### config.mk
export PLATFORM = sky130hd
export DESIGN_NAME = ioexp_top
export DESIGN_NICKNAME = d
export VERILOG_FILES = /design/src/ioexp_top.v /design/src/sync_filter.v
export VERILOG_INCLUDE_DIRS = /design/src
export SDC_FILE = /design/constraint.sdc
export NUM_CORES = 1
export LEC_CHECK = 0
export ABC_CLOCK_PERIOD_IN_PS = 2900
export BUFFER_PORTS_ARGS = -buffer_cell sky130_fd_sc_hd__buf_2
export CAP_MARGIN = 20
export CORE_MARGIN = 2
export CORE_UTILIZATION = 40
export DETAILED_ROUTE_END_ITERATION = 8
export PLACE_DENSITY = 0.65
export SLEW_MARGIN = 25
export SYNTH_ARGS = -nofsm -noshare
export SYNTH_HDL_FRONTEND = slang
export SYNTH_SLANG_ARGS = --single-unit
### constraint.sdc
create_clock -name sys_clk_i -period 2.9 [get_ports sys_clk_i]
set_input_delay 0.435 -clock sys_clk_i [delete_from_list [all_inputs] [get_ports sys_clk_i]]
set_output_delay 0.435 -clock sys_clk_i [all_outputs]
set_load 0.005 [all_outputs]
### src/ioexp_consts.vh
// Constants for the eight-pin serial I/O expander
`ifndef IOEXP_CONSTS_VH
`define IOEXP_CONSTS_VH
// Register pointer values
`define REG_PIN_LEVEL_IN      2'h0
`define REG_DRIVE_LEVEL_OUT   2'h1
`define REG_INPUT_INVERT_MASK 2'h2
`define REG_PIN_DIRECTION     2'h3
// Reset values
`define RST_DRIVE_LEVEL_OUT   8'hFF
`define RST_INPUT_INVERT_MASK 8'h00
`define RST_PIN_DIRECTION     8'hFF
`define RST_POINTER           2'h0
// Fixed upper address bits, low-high-low-low
`define ADDR_PREFIX           4'h4
// Glitch filter length in system clocks
`define FILT_LEN              3'h3
`endif

### src/ioexp_top.v
// Serial-bus eight-pin I/O expander: slave engine, registers and pin drivers
`timescale 1ns/1ps
`default_nettype none
`include "ioexp_consts.vh"
module ioexp_top (
   input  wire       sys_clk_i,
   input  wire       rst_i,
   input  wire       scl_i,
   input  wire       sda_i,
   output reg        sda_o,
   output reg        sda_oe_n_o,
   input  wire [2:0] addr_strap_i,
   input  wire [7:0] port_pin_i,
   output reg  [7:0] high_side_driver_o,
   output reg  [7:0] low_side_driver_o,
   output reg  [7:0] port_pin_o,
   output reg  [7:0] port_pin_oe_n_o,
   output reg        alert_o,
   output reg        alert_oe_n_o
);
   // ------------------------------------------------------------------
   // State encodings
   // ------------------------------------------------------------------
   localparam [5:0] ST_IDLE = 6'b000001;
   localparam [5:0] ST_ADDR = 6'b000010;
   localparam [5:0] ST_ACK  = 6'b000100;
   localparam [5:0] ST_RX   = 6'b001000;
   localparam [5:0] ST_TX   = 6'b010000;
   localparam [5:0] ST_MACK = 6'b100000;

   wire       scl_f;
   wire       sda_f;
   reg        scl_p_q;
   reg        sda_p_q;
   reg  [5:0] state_q;
   reg  [3:0] bit_q;
   reg  [7:0] shift_q;
   reg        rd_q;
   reg        ptr_phase_q;
   reg        ack_drive_q;
   reg  [1:0] pointer_q;
   reg  [7:0] drive_level_out_q;
   reg  [7:0] input_invert_mask_q;
   reg  [7:0] pin_direction_q;
   reg  [7:0] pin_s1_q;
   reg  [7:0] pin_s2_q;
   reg  [2:0] strap_s1_q;
   reg  [2:0] strap_s2_q;
   reg  [7:0] snap_q;
   reg  [7:0] tx_byte;
   reg        sda_d;

   // ------------------------------------------------------------------
   // Line conditioning
   // ------------------------------------------------------------------
   // Limitation: each SCL phase must outlast sync plus filter, roughly six clocks,
   // since the device never stretches SCL to gain time
   // Filter both lines before any edge logic
   sync_filter u_scl (.sys_clk_i(sys_clk_i), .rst_i(rst_i), .raw_i(scl_i), .clean_o(scl_f));
   sync_filter u_sda (.sys_clk_i(sys_clk_i), .rst_i(rst_i), .raw_i(sda_i), .clean_o(sda_f));

   wire scl_rise = scl_f & ~scl_p_q;
   wire scl_fall = ~scl_f & scl_p_q;
   // Any SDA move while SCL high is a start or stop
   wire start_ev = scl_f & scl_p_q & sda_p_q & ~sda_f;
   wire stop_ev  = scl_f & scl_p_q & ~sda_p_q & sda_f;

   // Pins and straps come from outside, two flops each
   // Edge registers reset to the idle-high bus level, so no false edge follows reset
   always @(posedge sys_clk_i) begin
      if (rst_i) begin
         scl_p_q    <= 1'b1;
         sda_p_q    <= 1'b1;
         pin_s1_q   <= 8'h00;
         pin_s2_q   <= 8'h00;
         strap_s1_q <= 3'h0;
         strap_s2_q <= 3'h0;
      end else begin
         scl_p_q    <= scl_f;
         sda_p_q    <= sda_f;
         pin_s1_q   <= port_pin_i;
         pin_s2_q   <= pin_s1_q;
         strap_s1_q <= addr_strap_i;
         strap_s2_q <= strap_s1_q;
      end
   end

   // ------------------------------------------------------------------
   // Read data selection
   // ------------------------------------------------------------------
   // Input register is live pins through the invert mask
   // Taken once per byte at its first SCL fall; later pin moves wait for the next byte
   wire [7:0] pin_level_in = pin_s2_q ^ input_invert_mask_q;
   always @* begin
      case (pointer_q)
         `REG_PIN_LEVEL_IN:      tx_byte = pin_level_in;
         `REG_DRIVE_LEVEL_OUT:   tx_byte = drive_level_out_q;
         `REG_INPUT_INVERT_MASK: tx_byte = input_invert_mask_q;
         default:                tx_byte = pin_direction_q;
      endcase
   end

   // Straps come through their syncs; the far side holds them from start to stop
   // Address match on fixed prefix plus straps
   wire addr_hit = (shift_q[7:1] == {`ADDR_PREFIX, strap_s2_q});

   // ------------------------------------------------------------------
   // Serial slave engine
   // ------------------------------------------------------------------
   // Bits sampled on SCL rise, SDA changed on SCL fall, so SDA is steady while SCL high
   always @(posedge sys_clk_i) begin
      if (rst_i) begin
         state_q             <= ST_IDLE;
         bit_q               <= 4'h0;
         shift_q             <= 8'h00;
         rd_q                <= 1'b0;
         ptr_phase_q         <= 1'b0;
         ack_drive_q         <= 1'b0;
         pointer_q           <= `RST_POINTER;
         drive_level_out_q   <= `RST_DRIVE_LEVEL_OUT;
         input_invert_mask_q <= `RST_INPUT_INVERT_MASK;
         pin_direction_q     <= `RST_PIN_DIRECTION;
         sda_o               <= 1'b1;
      end else if (stop_ev) begin
         state_q     <= ST_IDLE; // pointer untouched
         ack_drive_q <= 1'b0;
      end else if (start_ev) begin
         state_q     <= ST_ADDR; // also repeated start
         bit_q       <= 4'h0;
         ack_drive_q <= 1'b0;
      end else begin
         case (state_q)
            ST_IDLE: begin
               ack_drive_q <= 1'b0;
            end
            ST_ADDR, ST_RX: begin
               if (scl_rise) begin
                  shift_q <= {shift_q[6:0], sda_f}; // MSB first
                  bit_q   <= bit_q + 4'h1;
               end else if (scl_fall && bit_q == 4'h8) begin
                  bit_q <= 4'h0;
                  if (state_q == ST_ADDR) begin
                     if (addr_hit) begin
                        rd_q        <= shift_q[0];
                        ptr_phase_q <= ~shift_q[0];
                        ack_drive_q <= 1'b1;
                        state_q     <= ST_ACK;
                     end else begin
                        // Not ours: stay silent until the next start
                        state_q <= ST_IDLE;
                     end
                  end else begin
                     ack_drive_q <= 1'b1; // ack every byte
                     state_q     <= ST_ACK;
                     if (ptr_phase_q) begin
                        pointer_q   <= shift_q[1:0];
                        ptr_phase_q <= 1'b0;
                     end else begin
                        case (pointer_q)
                           `REG_DRIVE_LEVEL_OUT:   drive_level_out_q   <= shift_q;
                           `REG_INPUT_INVERT_MASK: input_invert_mask_q <= shift_q;
                           `REG_PIN_DIRECTION:     pin_direction_q     <= shift_q;
                           default: ; // input register ignores writes
                        endcase
                     end
                  end
               end
            end
            ST_ACK: begin
               // Hold low through ninth clock high, release on its fall
               if (scl_fall) begin
                  ack_drive_q <= 1'b0;
                  bit_q       <= 4'h0;
                  if (rd_q) begin
                     shift_q <= {tx_byte[6:0], 1'b0};
                     sda_o   <= tx_byte[7];
                     bit_q   <= 4'h1;
                     state_q <= ST_TX;
                  end else begin
                     state_q <= ST_RX;
                  end
               end
            end
            // Next bit leaves on each SCL fall; after bit 0 the line is freed
            ST_TX: begin
               if (scl_fall) begin
                  if (bit_q == 4'h8) begin
                     sda_o   <= 1'b1; // release for master ack
                     state_q <= ST_MACK;
                  end else begin
                     sda_o   <= shift_q[7];
                     shift_q <= {shift_q[6:0], 1'b0};
                     bit_q   <= bit_q + 4'h1;
                  end
               end
            end
            ST_MACK: begin
               // Master ack continues, NACK leaves SDA released
               if (scl_rise) begin
                  ack_drive_q <= sda_f;
               end else if (scl_fall) begin
                  if (ack_drive_q) begin
                     ack_drive_q <= 1'b0;
                     state_q     <= ST_IDLE;
                  end else begin
                     shift_q <= {tx_byte[6:0], 1'b0};
                     sda_o   <= tx_byte[7];
                     bit_q   <= 4'h1;
                     state_q <= ST_TX;
                  end
               end
            end
            default: state_q <= ST_IDLE;
         endcase
      end
   end

   // Open-drain SDA: low enable pulls line low
   always @* begin
      sda_d = 1'b1;
      if (state_q == ST_ACK && ack_drive_q)
         sda_d = 1'b0;
      else if (state_q == ST_TX)
         sda_d = sda_o;
   end
   always @(posedge sys_clk_i) begin
      if (rst_i)
         sda_oe_n_o <= 1'b1;
      else
         sda_oe_n_o <= sda_d; // drives only zero, never one
   end

   // ------------------------------------------------------------------
   // Port pin drivers
   // ------------------------------------------------------------------
   // Direction one floats the pin, zero drives one side only
   // Pin outputs reset to the register defaults, so nothing moves at release
   always @(posedge sys_clk_i) begin
      if (rst_i) begin
         high_side_driver_o <= 8'h00;
         low_side_driver_o  <= 8'h00;
         port_pin_o         <= `RST_DRIVE_LEVEL_OUT;
         port_pin_oe_n_o    <= `RST_PIN_DIRECTION;
      end else begin
         high_side_driver_o <= ~pin_direction_q & drive_level_out_q;
         low_side_driver_o  <= ~pin_direction_q & ~drive_level_out_q;
         port_pin_o         <= drive_level_out_q;
         port_pin_oe_n_o    <= pin_direction_q;
      end
   end

   // ------------------------------------------------------------------
   // Change alert
   // ------------------------------------------------------------------
   // Snapshot refreshed at input-register read ack rise or stop
   wire snap_take = stop_ev |
                    (state_q == ST_MACK && scl_rise && pointer_q == `REG_PIN_LEVEL_IN);
   wire differs   = |((pin_s2_q ^ snap_q) & pin_direction_q);
   // Read ack or stop beats a change in the same cycle, as the snapshot is retaken
   wire alert_d   = differs & ~snap_take;
   always @(posedge sys_clk_i) begin
      if (rst_i) begin
         snap_q       <= 8'h00;
         alert_o      <= 1'b0;
         alert_oe_n_o <= 1'b1;
      end else begin
         if (snap_take)
            snap_q <= pin_s2_q;
         // Clears when pins revert, since compare is live
         alert_o      <= alert_d;
         alert_oe_n_o <= ~alert_d;
      end
   end
endmodule
`default_nettype wire

### src/sync_filter.v
// Two-flop synchroniser followed by a stable-count glitch filter
`timescale 1ns/1ps
`default_nettype none
`include "ioexp_consts.vh"
module sync_filter (
   input  wire sys_clk_i,
   input  wire rst_i,
   input  wire raw_i,
   output reg  clean_o
);
   reg       s1_q;
   reg       s2_q;
   reg [2:0] cnt_q;
   // Synchroniser; first stage read only by second
   always @(posedge sys_clk_i) begin
      if (rst_i) begin
         s1_q <= 1'b1;
         s2_q <= 1'b1;
      end else begin
         s1_q <= raw_i;
         s2_q <= s1_q;
      end
   end
   // Accept a new level only after it holds steady for a few clocks
   always @(posedge sys_clk_i) begin
      if (rst_i) begin
         cnt_q   <= 3'h0;
         clean_o <= 1'b1;
      end else if (s2_q == clean_o) begin
         cnt_q <= 3'h0;
      end else if (cnt_q == `FILT_LEN) begin
         cnt_q   <= 3'h0;
         clean_o <= s2_q;
      end else begin
         cnt_q <= cnt_q + 3'h1;
      end
   end
endmodule
`default_nettype wire

==> results.toml <==
[logic_synthesis]
synth.yosys.seq_area_share_pct = 49.1
syn-cell-area_sq_mm = 0.00518
yosys_warnings = 0
avgSynthCellArea_sq_um = 9.23
synth_async_sr_flop_share_pct = 0
post_synth_inst_count = 561
synth.ff_latch_count = 127
synthesis.nets = 582
yosysUniqueCellTypes = 54
synth_edf_count = 0
synth_top_flop_cell = "dfxtp_1"

[detailed_routing]
postRouteAntennaNets = 0
drt_wl_total_um = 11100
drt-wirelength-per-cell_um = 14.0
route.detailed.drc = 0
drtPass1Iterations = 5
via_per_inst = 5.05
vias = 4028
detail_route.iter0.violations = 220

[finish]
drive_gt1_share_pct = 18.7
antenna_cells_inserted = 0
layout-area-overhead-vs-synth_pct = 20.3
stdcell_area_sq_mm = 0.00623
finalNetCount = 633
mostFrequentLayoutCell = "dfxtp_1"
fillerInstances = 1206
final_cell_mix = "dfxtp_1 (127), nand2_1 (67), buf_2 (50)"

[power_and_ir_drop]
share_clk_of_total_power_pct = 51.3
p_sw_share_pct = 22.6
internal-power_mw = 3.38
leakage_nw = 2.53
sequentialPowerShare_pct = 42.1
power_density_mw_per_mm2 = 701
switchingPower_mw = 0.986
irDropWorstVdd_v = 0.000627
p_comb_share_pct = 6.5

[grt]
global_route.usage.total_pct = 17.0
grt_first_pass_wirelength_um = 18800
number_of_antenna_violations_at_the_first_check_in_global_routing = 0
grt_max_degree = 50
grt_overflow = 0
via_count_of_the_first_global_routing_pass = 3742

[status]
result_of_the_run = "complete, no violations"

[sta]
finalClockSkew_ns = 0.0109
final_count_of_hold_timing_violations = 0
setup_tns_ns = 0
report.final.slew_viol_count = 0
grt_setup_unrepaired = "false"
max_clock_freq_mhz = 394
finalSetupViolCount = 0
finalCritPeriodShare_pct = 87.5
worst_slew_pin_slew_ns = 0.750
hold_slack_ns = 0.208
final.min_clock_period_ns = 2.54
max_slew_margin_pct = 49.9

[cts]
cts_repair_resize_count = 0
clock_root_buffer_master = "clkbuf_16"
cts_max_level = 4
clk_pin_slew_ns = 0.06
postCtsSetupRepairBufs = 0
clk-insertion-delay-late_ns = 0.41
tritoncts_num_sinks = 127
cts_tree = "built"
cts.hold.buffers_added = 0
cts_buffers = 17
ctsLongestPathBuffers = 2

[placed_design]
post-dp-hpwl_um = 7810
io_buffers = 50
gpl.final_weighted_congestion = 0.844
place_area_sq_mm = 0.00560

[setup_path]
critical_path.max_stage_delay_ns = 0.82
worst-endpoint-arrival_ns = 2.81
crit_slowest_cell = "or4_1"
critical_path.startpoint_type = "flip-flop"
setup.worst_path.class = "flip-flop to flip-flop"
cp_max_fo = 10
cp_cell_sequence = "or4_4 -> nor2_4 -> o32ai_2 -> or4_1 -> mux2i_1"
required_ns = 3.18
critical_path.endpoint_type = "flip-flop"

[die]
num_io_pins = 51
die_width_um = 118
design.die.area_sq_mm = 0.0139
start_util_pct = 41.0
standard_cell_core_area_sq_mm = 0.0126
die_height_um = 118
num_rows = 41

[run]
maxCapViolCount = 0

[worst_hold_path]
worst_hold_path_type = "input port to flip-flop"
[power groups by stage]
stage | Sequential, mW | Clock (mW) | Combinational (mW)
after global placement | 1.87 | 0 | 0.285
after detailed placement | 1.87 | 0 | 0.283
after global routing | 1.84 | 2.37 | 0.319
final | 1.84 | 2.24 | 0.286
after floorplan | 1.85 | 0 | 0.238
after CTS | 1.83 | 2.28 | 0.285
[critical path, delay by kind of cell (launching register included)]
kind	cells	cell delay, ns
simple gates	3	1.61
compound gates	1	0.18
flops	1	0.40
mux	1	0.21
[area by class of cell]
cell class / instances / area, sq um / share of cell area [%]
inverters: 18 / 67.6 / 1.08
repair buffers: 64 / 355 / 5.71
multi-input cells: 384 / 2420 / 38.8
clock buffers: 21 / 450 / 7.23
flip-flops and latches: 127 / 2540 / 40.8
well taps: 172 / 215 / 3.46
clock inverters: 11 / 178 / 2.85
[path summary, 6_finish.rpt]
path | cells past startpoint | slack [ns] | startpoint | endpoint
max | 5 | 0.36 | state_q[5] | shift_q[6]
min reg2reg | 1 | 0.40 | drive_level_out_q[4] | low_side_driver_o[4]
max reg2reg | 5 | 0.36 | state_q[5] | shift_q[6]
min | 2 | 0.21 | sda_i | u_sda.s1_q
[per-stage QoR]
step	power [mW]	instances	utilization, %	setup WS (ns)
after floorplan	2.08	561	-	0.730
after global placement	2.15	765	44.4	0.482
after detailed placement	2.16	765	44.4	0.389
after CTS	4.40	797	49.3	0.384
after global routing	4.53	797	49.3	0.271
final	4.36	797	49.3	0.364
[cells by family after synthesis]
kind of cell,synth area share (%)
mux,6.57
compound gates,12.1
xor+xnor,3.21
buf+inv,4.28
fa+ha+maj,1.45
flops,49.1
simple gates,23.3
[cell usage after synthesis (10+ instances only)]
| cell type | count | area share, % |
|---|---|---|
| a21oi_1 | 36 | 3.5 |
| nor2_1 | 37 | 2.7 |
| clkbuf_1 | 23 | 1.7 |
| nand4_1 | 10 | 1.2 |
| mux2i_1 | 34 | 6.6 |
| xor2_1 | 11 | 1.9 |
| nand3_1 | 19 | 1.8 |
| inv_1 | 18 | 1.3 |
| or2_2 | 14 | 1.7 |
| nor3_1 | 15 | 1.5 |
| o211ai_1 | 18 | 2.6 |
| nor2b_1 | 30 | 3.6 |
| nand2_1 | 67 | 4.9 |
| dfxtp_1 | 127 | 49 |
[registers in the layout, indices dropped and copies added, names as in the netlist, 8 cells and up]
name and flops:
high_side_driver_o 8, pin_direction_q 8, shift_q 8, pin_s2_q 8, snap_q 8, port_pin_oe_n_o 8
drive_level_out_q 8, input_invert_mask_q 8, pin_s1_q 8, low_side_driver_o 8, port_pin_o 8
[per-layer routing]
metal	track usage [%]	wire, um	vias up
met1	23.5	5470	1823
met4	7.68	182	0
met5	0	0	-
li1	-	-	2048
met2	24.9	4860	139
met3	4.12	630	18
(Power assumes the default switching activity.)
